### src/common/ifb_pkg.sv
// Purpose: shared constants and types for the interrupt flag/enable bank
// Assumes: 16-bit registers at half-word byte offsets on a plain port
// Notes:   masks are built from the implemented bit positions below
package ifb_pkg;

    // register geometry and bus widths
    localparam int unsigned REG_W  = 16;
    localparam int unsigned ADDR_W = 8;
    localparam int unsigned NUM_FLAG_REGS = 4;

    // byte offsets of the five registers
    localparam logic [ADDR_W-1:0] OFF_FLAG_STATUS_TWO     = 8'h00;
    localparam logic [ADDR_W-1:0] OFF_FLAG_STATUS_THREE   = 8'h02;
    localparam logic [ADDR_W-1:0] OFF_FLAG_STATUS_FOUR    = 8'h04;
    localparam logic [ADDR_W-1:0] OFF_FLAG_STATUS_FIVE    = 8'h06;
    localparam logic [ADDR_W-1:0] OFF_ENABLE_CONTROL_ZERO = 8'h08;

    // value of every implemented bit at reset
    localparam logic [REG_W-1:0] REG_RESET = 16'h0000;

    // flag status two field positions
    localparam int unsigned PARALLEL_PORT_FLAG = 13, COMPARE8_FLAG = 12, COMPARE7_FLAG = 11,
        COMPARE6_FLAG = 10, COMPARE5_FLAG = 9, CAPTURE6_FLAG = 8, CAPTURE5_FLAG = 7,
        CAPTURE4_FLAG = 6, CAPTURE3_FLAG = 5, SERIAL_PERIPH2_EVENT_FLAG = 1,
        SERIAL_PERIPH2_FAULT_FLAG = 0;
    // flag status three field positions
    localparam int unsigned CALENDAR_FLAG = 14, EXT_IRQ4_FLAG = 6, EXT_IRQ3_FLAG = 5,
        TWO_WIRE2_MASTER_FLAG = 2, TWO_WIRE2_SLAVE_FLAG = 1;
    // flag status four field positions
    localparam int unsigned CAP_TIMING_FLAG = 13, LOW_VOLTAGE_FLAG = 8,
        CHECKSUM_GEN_FLAG = 3, SERIAL2_ERROR_FLAG = 2, SERIAL1_ERROR_FLAG = 1;
    // flag status five field positions
    localparam int unsigned CAPTURE9_FLAG = 13, COMPARE9_FLAG = 12,
        SERIAL_PERIPH3_EVENT_FLAG = 11, SERIAL_PERIPH3_FAULT_FLAG = 10,
        SERIAL4_TX_FLAG = 9, SERIAL4_RX_FLAG = 8, SERIAL4_ERROR_FLAG = 7,
        TWO_WIRE3_MASTER_FLAG = 5, TWO_WIRE3_SLAVE_FLAG = 4, SERIAL3_TX_FLAG = 3,
        SERIAL3_RX_FLAG = 2, SERIAL3_ERROR_FLAG = 1;
    // enable control zero field positions
    localparam int unsigned ADC_DONE_ENABLE = 13, SERIAL1_TX_ENABLE = 12,
        SERIAL1_RX_ENABLE = 11, SERIAL_PERIPH1_DONE_ENABLE = 10,
        SERIAL_PERIPH1_FAULT_ENABLE = 9, TIMER_THREE_ENABLE = 8, TIMER_TWO_ENABLE = 7,
        COMPARE2_ENABLE = 6, CAPTURE2_ENABLE = 5, TIMER_ONE_ENABLE = 3,
        COMPARE1_ENABLE = 2, CAPTURE1_ENABLE = 1, EXT_IRQ0_ENABLE = 0;

    // implemented-bit masks; every other position reads zero
    localparam logic [REG_W-1:0] MASK_FLAG_TWO = 16'(
        (1 << PARALLEL_PORT_FLAG) | (1 << COMPARE8_FLAG) | (1 << COMPARE7_FLAG) |
        (1 << COMPARE6_FLAG) | (1 << COMPARE5_FLAG) | (1 << CAPTURE6_FLAG) |
        (1 << CAPTURE5_FLAG) | (1 << CAPTURE4_FLAG) | (1 << CAPTURE3_FLAG) |
        (1 << SERIAL_PERIPH2_EVENT_FLAG) | (1 << SERIAL_PERIPH2_FAULT_FLAG));
    localparam logic [REG_W-1:0] MASK_FLAG_THREE = 16'(
        (1 << CALENDAR_FLAG) | (1 << EXT_IRQ4_FLAG) | (1 << EXT_IRQ3_FLAG) |
        (1 << TWO_WIRE2_MASTER_FLAG) | (1 << TWO_WIRE2_SLAVE_FLAG));
    localparam logic [REG_W-1:0] MASK_FLAG_FOUR = 16'(
        (1 << CAP_TIMING_FLAG) | (1 << LOW_VOLTAGE_FLAG) | (1 << CHECKSUM_GEN_FLAG) |
        (1 << SERIAL2_ERROR_FLAG) | (1 << SERIAL1_ERROR_FLAG));
    localparam logic [REG_W-1:0] MASK_FLAG_FIVE = 16'(
        (1 << CAPTURE9_FLAG) | (1 << COMPARE9_FLAG) | (1 << SERIAL_PERIPH3_EVENT_FLAG) |
        (1 << SERIAL_PERIPH3_FAULT_FLAG) | (1 << SERIAL4_TX_FLAG) | (1 << SERIAL4_RX_FLAG) |
        (1 << SERIAL4_ERROR_FLAG) | (1 << TWO_WIRE3_MASTER_FLAG) |
        (1 << TWO_WIRE3_SLAVE_FLAG) | (1 << SERIAL3_TX_FLAG) | (1 << SERIAL3_RX_FLAG) |
        (1 << SERIAL3_ERROR_FLAG));
    localparam logic [REG_W-1:0] MASK_ENABLE_ZERO = 16'(
        (1 << ADC_DONE_ENABLE) | (1 << SERIAL1_TX_ENABLE) | (1 << SERIAL1_RX_ENABLE) |
        (1 << SERIAL_PERIPH1_DONE_ENABLE) | (1 << SERIAL_PERIPH1_FAULT_ENABLE) |
        (1 << TIMER_THREE_ENABLE) | (1 << TIMER_TWO_ENABLE) | (1 << COMPARE2_ENABLE) |
        (1 << CAPTURE2_ENABLE) | (1 << TIMER_ONE_ENABLE) | (1 << COMPARE1_ENABLE) |
        (1 << CAPTURE1_ENABLE) | (1 << EXT_IRQ0_ENABLE));

    // flag registers indexed 0..3 for flag status two..five
    localparam logic [NUM_FLAG_REGS-1:0][REG_W-1:0] FLAG_MASKS =
        {MASK_FLAG_FIVE, MASK_FLAG_FOUR, MASK_FLAG_THREE, MASK_FLAG_TWO};
    localparam logic [NUM_FLAG_REGS-1:0][ADDR_W-1:0] FLAG_OFFS =
        {OFF_FLAG_STATUS_FIVE, OFF_FLAG_STATUS_FOUR, OFF_FLAG_STATUS_THREE,
         OFF_FLAG_STATUS_TWO};

    // one register-port request
    typedef struct packed {
        logic [ADDR_W-1:0] addr;   // byte offset
        logic [REG_W-1:0]  wdata;  // write data
        logic              wr;     // write strobe
        logic              rd;     // read strobe
    } ifb_bus_t;

    // per-register bit vectors for the four flag registers
    typedef logic [NUM_FLAG_REGS-1:0][REG_W-1:0] ifb_flag_vec_t;

endpackage : ifb_pkg

### src/logic/ifb_bank.sv
// Purpose: flag status two..five and enable control zero, with register port
// Assumes: one clock; strobes single-cycle and never both at once
// Notes:   read data stand only in the cycle after the read strobe
//
// How it works
// - flag reads one after its source requests
// - enable one passes request, zero blocks
// - unimplemented bits read zero, ignore writes
// - every flag and enable resets to zero
// - software reads and writes all implemented bits
// - flag two holds port, compare, capture, serial
// - flag three holds calendar, external, two-wire
// - flag four holds timing, voltage, checksum, errors
// - flag five holds capture9, compare9, serial groups
// - enable zero holds adc, serial, timer, compare
//
// Our own choices: the placing of the registers and the address-and-strobe port.
`timescale 1ns/100ps
module ifb_bank
    import ifb_pkg::*;
(
    input  wire logic                clk_in,
    input  wire logic                reset_n_in,
    input  wire ifb_bus_t            bus_in,          // register port request
    output logic      [REG_W-1:0]    rd_data_out,     // read answer, one cycle later
    input  wire ifb_flag_vec_t       flag_set_in,     // peripheral set pulses
    input  wire ifb_flag_vec_t       ext_enable_in,   // enables held elsewhere
    input  wire logic [REG_W-1:0]    ext_flag_zero_in,// flags gated by enable zero
    output ifb_flag_vec_t            flag_req_out,    // gated flag requests
    output logic      [REG_W-1:0]    zero_req_out,    // gated enable-zero requests
    output logic                     core_req_out     // any request to the core
);

    // ------------------------------------------------------------------
    // address decode
    // ------------------------------------------------------------------
    logic [NUM_FLAG_REGS-1:0] flag_hit;    // address matches a flag register
    logic                     enable_hit;  // address matches enable zero
    logic                     any_hit;     // address is mapped

    // one comparator per flag register
    for (genvar r = 0; r < NUM_FLAG_REGS; r++) begin : g_dec
        assign flag_hit[r] = (bus_in.addr == FLAG_OFFS[r]);
    end
    assign enable_hit = (bus_in.addr == OFF_ENABLE_CONTROL_ZERO);
    assign any_hit    = (|flag_hit) | enable_hit;

    // ------------------------------------------------------------------
    // register storage
    // ------------------------------------------------------------------
    ifb_flag_vec_t    flag_val;    // current flag registers
    ifb_flag_vec_t    set_masked;  // set pulses on implemented bits only
    logic [REG_W-1:0] enable_val;  // current enable zero

    // flag status two..five share one module, differing only in mask
    for (genvar r = 0; r < NUM_FLAG_REGS; r++) begin : g_flag
        ifb_flag_reg #(
            .MASK (FLAG_MASKS[r])
        ) u_flag (
            .clk_in     (clk_in),
            .reset_n_in (reset_n_in),
            .wr_en_in   (bus_in.wr & flag_hit[r]),
            .wr_data_in (bus_in.wdata),
            .set_in     (flag_set_in[r]),
            .value_out  (flag_val[r])
        );
        assign set_masked[r] = flag_set_in[r] & FLAG_MASKS[r];
        // a source requests only while its flag and enable are both set
        assign flag_req_out[r] = flag_val[r] & ext_enable_in[r];
    end

    // enable control zero gates the flags kept outside this bank
    ifb_enable_reg #(
        .MASK (MASK_ENABLE_ZERO)
    ) u_enable (
        .clk_in     (clk_in),
        .reset_n_in (reset_n_in),
        .wr_en_in   (bus_in.wr & enable_hit),
        .wr_data_in (bus_in.wdata),
        .flags_in   (ext_flag_zero_in),
        .value_out  (enable_val),
        .req_out    (zero_req_out)
    );

    // single request line toward the core
    assign core_req_out = (|flag_req_out) | (|zero_req_out);

    // ------------------------------------------------------------------
    // read path
    // ------------------------------------------------------------------
    logic [REG_W-1:0] rd_data_d;  // selected register value
    logic [REG_W-1:0] rd_data_q;  // registered answer

    // select the addressed register; unmapped reads answer zero
    always_comb begin
        rd_data_d = '0;
        if (bus_in.rd) begin
            for (int r = 0; r < NUM_FLAG_REGS; r++) begin
                if (flag_hit[r]) begin
                    rd_data_d = flag_val[r];
                end
            end
            if (enable_hit) begin
                rd_data_d = enable_val;
            end
        end
    end

    // answer stands for exactly one cycle, zero otherwise
    always_ff @(posedge clk_in or negedge reset_n_in) begin
        if (!reset_n_in) begin
            rd_data_q <= '0;
        end else begin
            rd_data_q <= rd_data_d;
        end
    end
    assign rd_data_out = rd_data_q;

    // ------------------------------------------------------------------
    // checks
    // ------------------------------------------------------------------
    ifb_flag_vec_t    wr_masked;   // write data per flag register, masked
    logic [REG_W-1:0] wr_en_mask;  // write data masked for enable zero
    ifb_flag_vec_t    flag_hit_wr; // write strobe spread over flag registers

    // helper values for the assertions below
    for (genvar r = 0; r < NUM_FLAG_REGS; r++) begin : g_chk
        assign wr_masked[r]   = bus_in.wdata & FLAG_MASKS[r];
        assign flag_hit_wr[r] = {REG_W{bus_in.wr & flag_hit[r]}};
    end
    assign wr_en_mask = bus_in.wdata & MASK_ENABLE_ZERO;

    // per flag register: masked write lands, read returns the read-cycle value
    for (genvar r = 0; r < NUM_FLAG_REGS; r++) begin : g_reg_chk

    end
endmodule : ifb_bank

### src/logic/ifb_enable_reg.sv
// Purpose: 16-bit interrupt enable register with request gating
// Assumes: the flags it gates live outside this bank
// Notes:   unimplemented positions are constant zero
`timescale 1ns/100ps
module ifb_enable_reg
    import ifb_pkg::*;
#(
    parameter logic [REG_W-1:0] MASK = 16'h0000
) (
    input  wire logic             clk_in,
    input  wire logic             reset_n_in,
    input  wire logic             wr_en_in,     // software write this cycle
    input  wire logic [REG_W-1:0] wr_data_in,   // software write value
    input  wire logic [REG_W-1:0] flags_in,     // matching flag bits
    output logic      [REG_W-1:0] value_out,    // current enables
    output logic      [REG_W-1:0] req_out       // flag and enable both set
);

    for (genvar b = 0; b < REG_W; b++) begin : g_bit
        if (MASK[b]) begin : g_impl
            logic en_q;  // enable bit
            // plain read/write storage
            always_ff @(posedge clk_in or negedge reset_n_in) begin
                if (!reset_n_in) begin
                    en_q <= REG_RESET[b];
                end else if (wr_en_in) begin
                    en_q <= wr_data_in[b];
                end
            end
            assign value_out[b] = en_q;
            assign req_out[b]   = flags_in[b] & en_q;
        end else begin : g_none
            assign value_out[b] = 1'b0;
            assign req_out[b]   = 1'b0;
        end
    end

endmodule : ifb_enable_reg

### src/logic/ifb_flag_reg.sv
// Purpose: one 16-bit sticky interrupt flag register
// Assumes: set pulses come from peripherals in the clk_in domain
// Notes:   unimplemented positions are constant zero
`timescale 1ns/100ps
module ifb_flag_reg
    import ifb_pkg::*;
#(
    parameter logic [REG_W-1:0] MASK = 16'h0000
) (
    input  wire logic             clk_in,
    input  wire logic             reset_n_in,
    input  wire logic             wr_en_in,     // software write this cycle
    input  wire logic [REG_W-1:0] wr_data_in,   // software write value
    input  wire logic [REG_W-1:0] set_in,       // peripheral request pulses
    output logic      [REG_W-1:0] value_out     // current flags
);

    // one flop per implemented bit, none for the rest
    for (genvar b = 0; b < REG_W; b++) begin : g_bit
        if (MASK[b]) begin : g_impl
            logic flag_q;  // sticky flag
            // peripheral set checked before the software write, so a set wins
            always_ff @(posedge clk_in or negedge reset_n_in) begin
                if (!reset_n_in) begin
                    flag_q <= REG_RESET[b];
                end else if (set_in[b]) begin
                    flag_q <= 1'b1;
                end else if (wr_en_in) begin
                    flag_q <= wr_data_in[b];
                end
            end
            assign value_out[b] = flag_q;
        end else begin : g_none
            assign value_out[b] = 1'b0;
        end
    end

endmodule : ifb_flag_reg

### config.mk
export PLATFORM = sky130hd
export DESIGN_NAME = ifb_bank
export DESIGN_NICKNAME = d
export VERILOG_FILES = /design/src/common/ifb_pkg.sv /design/src/logic/ifb_bank.sv /design/src/logic/ifb_enable_reg.sv /design/src/logic/ifb_flag_reg.sv
export SDC_FILE = /design/constraint.sdc
export NUM_CORES = 1
export LEC_CHECK = 0
export BUFFER_PORTS_ARGS = -buffer_cell sky130_fd_sc_hd__buf_2
export CORE_AREA = 2 2 103 105
export DETAILED_ROUTE_END_ITERATION = 6
export DIE_AREA = 0 0 105 107
export GPL_ROUTABILITY_DRIVEN = 0
export PLACE_DENSITY = 0.7
export SLEW_MARGIN = 20
export SYNTH_ARGS = -nofsm -noshare
export SYNTH_HDL_FRONTEND = slang
export SYNTH_SLANG_ARGS = --single-unit
export TNS_END_PERCENT = 20
### constraint.sdc
create_clock -name clk_in -period 3.8 [get_ports clk_in]
set_input_delay 0.76 -clock clk_in [delete_from_list [all_inputs] [get_ports clk_in]]
set_output_delay 0.76 -clock clk_in [all_outputs]
set_load 0.02 [all_outputs]
==> run_results.csv <==
group,metric,value,unit
run_status,status,"finished clean",
floorplan,die_w,105,microns
cells_and_area,final_area,0.00443,sq mm
timing,post-route-period-util,93.9,%
clock_network,post-cts-setup-buffer-count,0,
synthesis,synth_warnings,0,
route,drtIter0Drc,244,
clock_network,clk_latency,0.34,ns
clock_network,clock_path_buffers,2,
timing,skew,0.00822,ns
route,drc_errors,0,
synthesis,syn_inst,360,
floorplan,initial_utilization,33.4,%
route,drt-total-wl,11600,microns
floorplan,die_area,0.0112,sq mm
placement,io_buffers,167,
global_route,grt_antenna_before_repair,0,
route,wire_per_inst,17.4,microns
setup_path,critPathMaxFanout,2,
setup_path,crit_family,"simple AND/OR/NAND/NOR gates",
timing,fin_crit,3.57,ns
setup_path,slowest_delay,0.56,ns
pwr,power.leakage,0.00224,uW
timing,totalNegativeSetupSlack,0,ns
synthesis,netlist_area,0.00337,sq mm
setup_path,crit_type,"input port to primary output",
synthesis,seq_area_frac_synth,45.3,%
clock_network,cts_max_level,3,
timing,fin_hold_ws,0.469,ns
floorplan,die_y,107,microns
route,drtAntennaViolNets,0,
setup_path,cp_slowest_cell,"or4_1",
floorplan,core.rowCount,37,
synthesis,postSynth.asyncResetShare,100,%
floorplan,io_pins,269,
setup_path,rrSetupSlack,2.70,ns
clock_network,cts_tree,"built",
timing,finalSetupViolCount,0,
clock_network,cts_hold_buf,0,
cells_and_area,final_cells,666,
route,firstDrtPassIters,6,
global_route,grt_pass1_vias,3200,
cells_and_area,final_nets,699,
global_route,grt_pass1_wl,17200,microns
route,vias_per_cell,4.85,
placement,dp_hpwl,9010,microns
pwr,power_density,337,mW/mm^2
clock_network,cts-root-buf,"clkbuf_8",
pwr,max-vdd-ir-drop,123,uV
clock_network,cts.sinks,61,
setup_path,path_common_cell,"or4_1",
setup_path,worst-path-buf-inv,2,
placement,place_ws,0.211,ns
placement,dp_cells,652,
setup_path,worstPathArrival,2.81,ns
setup_path,startpoint_type,"input port",
timing,hold_viol,0,
cells_and_area,fillCellCount,1014,
global_route,grt_overflow,0,
global_route,track_usage,20.4,%
timing,clock.fmax,280,MHz
cells_and_area,antennaDiodeCount,0,
hold_path,hold_path_class,"input port to async pin",
timing,slew_headroom,40.1,%
timing,worstMarginPinSlew,0.891,ns
setup_path,required,3.04,ns
timing,setup_ws,0.230,ns
global_route,grt_max_degree,33,
timing,rsz0062_at_grt,"no",
route,via_count,3230,
cells_and_area,drive_gt1_share,38.7,%
run,max_cap_violations,0,
clock_network,clk_pin_slew_worst_paths,0.07,ns
clock_network,cts_made_buffers,9,
synthesis,synthDistinctLibCells,35,
cells_and_area,area_growth_syn_to_layout,31.2,%
synthesis,synth_edf_count,0,
floorplan,core_area,0.0101,sq mm
synthesis,synth_area_per_cell,9.37,sq um
clock_network,cts_resized,0,
synthesis,ys_ff_latch,61,
setup_path,crit_path_end_kind,"primary output",
timing,slew_violations,0,
placement,dpl_cell_area,0.00423,sq mm
setup_path,path_cells,"buf_2 > and2_1 > or4_1 > or4_1 > or4_1 > buf_2",
synthesis,synthFlopType,"dfrtp_1",
==> final timing paths <==
check | start | end | depth (start not counted)
min reg2reg | g_flag[0].u_flag.g_bit[10].g_impl.flag_q | rd_data_out[10] | 2
max in group asynchronous | reset_n_in | g_flag[0].u_flag.g_bit[8].g_impl.flag_q | 2
min | reset_n_in | g_flag[1].u_flag.g_bit[2].g_impl.flag_q | 1
max reg2reg | g_flag[2].u_flag.g_bit[8].g_impl.flag_q | rd_data_out[8] | 4
max | ext_flag_zero_in[3] | core_req_out | 6
min in group clk_in | g_flag[0].u_flag.g_bit[10].g_impl.flag_q | rd_data_out[10] | 2
==> state kept, by name, indices dropped and copies added, names as in the netlist <==
name,cells
rd_data_out,15
g_flag.u_flag.g_bit.g_impl.flag_q,33
u_enable.g_bit.g_impl.en_q,13
==> cells by family after synthesis <==
kind of cell,after synthesis,share of synthesized area [%]
other cells,1,0.111
flops,61,45.3
simple gates,166,26.9
mux,16,5.27
compound gates,52,11.5
buf+inv,64,11.0
==> cell usage in the layout (no fill, tap or decap), drive strengths merged, types with 2 or more instances in the layout <==
| cell type | Yosys | layout |
|---|---|---|
| a22o | 2 | 2 |
| a21oi | 4 | 4 |
| and3 | 4 | 4 |
| nand3b | 12 | 12 |
| and2 | 47 | 47 |
| mux2 | 14 | 14 |
| o22ai | 4 | 4 |
| or4 | 10 | 10 |
| nand3 | 8 | 8 |
| inv | 15 | 15 |
| nand2 | 35 | 35 |
| mux2i | 2 | 2 |
| clkbuf | 13 | 13 |
| a211o | 21 | 21 |
| a32oi | 2 | 2 |
| nor4 | 7 | 7 |
| nor4b | 2 | 2 |
| nand2b | 2 | 2 |
| buf | 36 | 171 |
| or2 | 2 | 2 |
| nor2 | 33 | 33 |
| conb | 1 | 35 |
| nor3 | 2 | 2 |
| dfrtp | 61 | 61 |
| a22oi | 8 | 8 |
| o21ai | 9 | 9 |
==> cells in the mapped netlist, types with 4 or more instances <==
cell type	number	share of area [%]
a211o_1	20	5.2
a21oi_1	4	0.59
a22oi_1	8	1.8
and2_1	46	8.5
and3_1	4	0.74
buf_4	35	7.8
clkbuf_1	13	1.4
dfrtp_1	61	45
inv_1	15	1.7
mux2_2	14	4.7
nand2_1	35	3.9
nand3_1	8	1.2
nand3b_1	12	2.7
nor2_1	33	3.7
nor4_1	6	1.1
o21ai_0	9	1.3
o22ai_1	4	0.74
or4_1	10	2.2
==> worst reg2reg max path, stage by stage (launching register included) <==
cell and delay, ns:
dfrtp_1 0.41, nor2_1 0.12, o22ai_1 0.09, a32oi_1 0.22, a21oi_1 0.09
==> area by class of cell <==
| type | count | area (sq um) | share of cell area [%] |
|---|---|---|---|
| timing repair buffer | 171 | 866 | 19.6 |
| clock inverter | 1 | 30.0 | 0.679 |
| sequential | 61 | 1530 | 34.5 |
| clock buffer | 13 | 169 | 3.82 |
| inverter | 15 | 56.3 | 1.27 |
| multi-input combinational | 269 | 1610 | 36.3 |
| tap | 136 | 170 | 3.85 |
==> metrics by stage <==
step / total power, uW / util (%)
floorplan: 820 / -
global placement: 902 / 41.9
detailed placement: 906 / 41.9
CTS: 1500 / 43.9
global route: 1550 / 43.9
finish: 1490 / 43.9
==> routing by layer <==
| layer | routed length [microns] | up-vias | global-route usage [%] |
|---|---|---|---|
| met1 | 4890 | 1542 | 25.2 |
| met4 | 314 | 0 | 8.67 |
| li1 | - | 1509 | - |
| met5 | 0 | - | 0 |
| met3 | 771 | 25 | 5.29 |
| met2 | 5580 | 154 | 33.8 |
==> where the power goes <==
part	switching, uW	internal [uW]
clock network	250	350
logic	143	86.5
registers	7.06	657
total	400	1090
No activity file was read; power rests on OpenSTA's default activity.
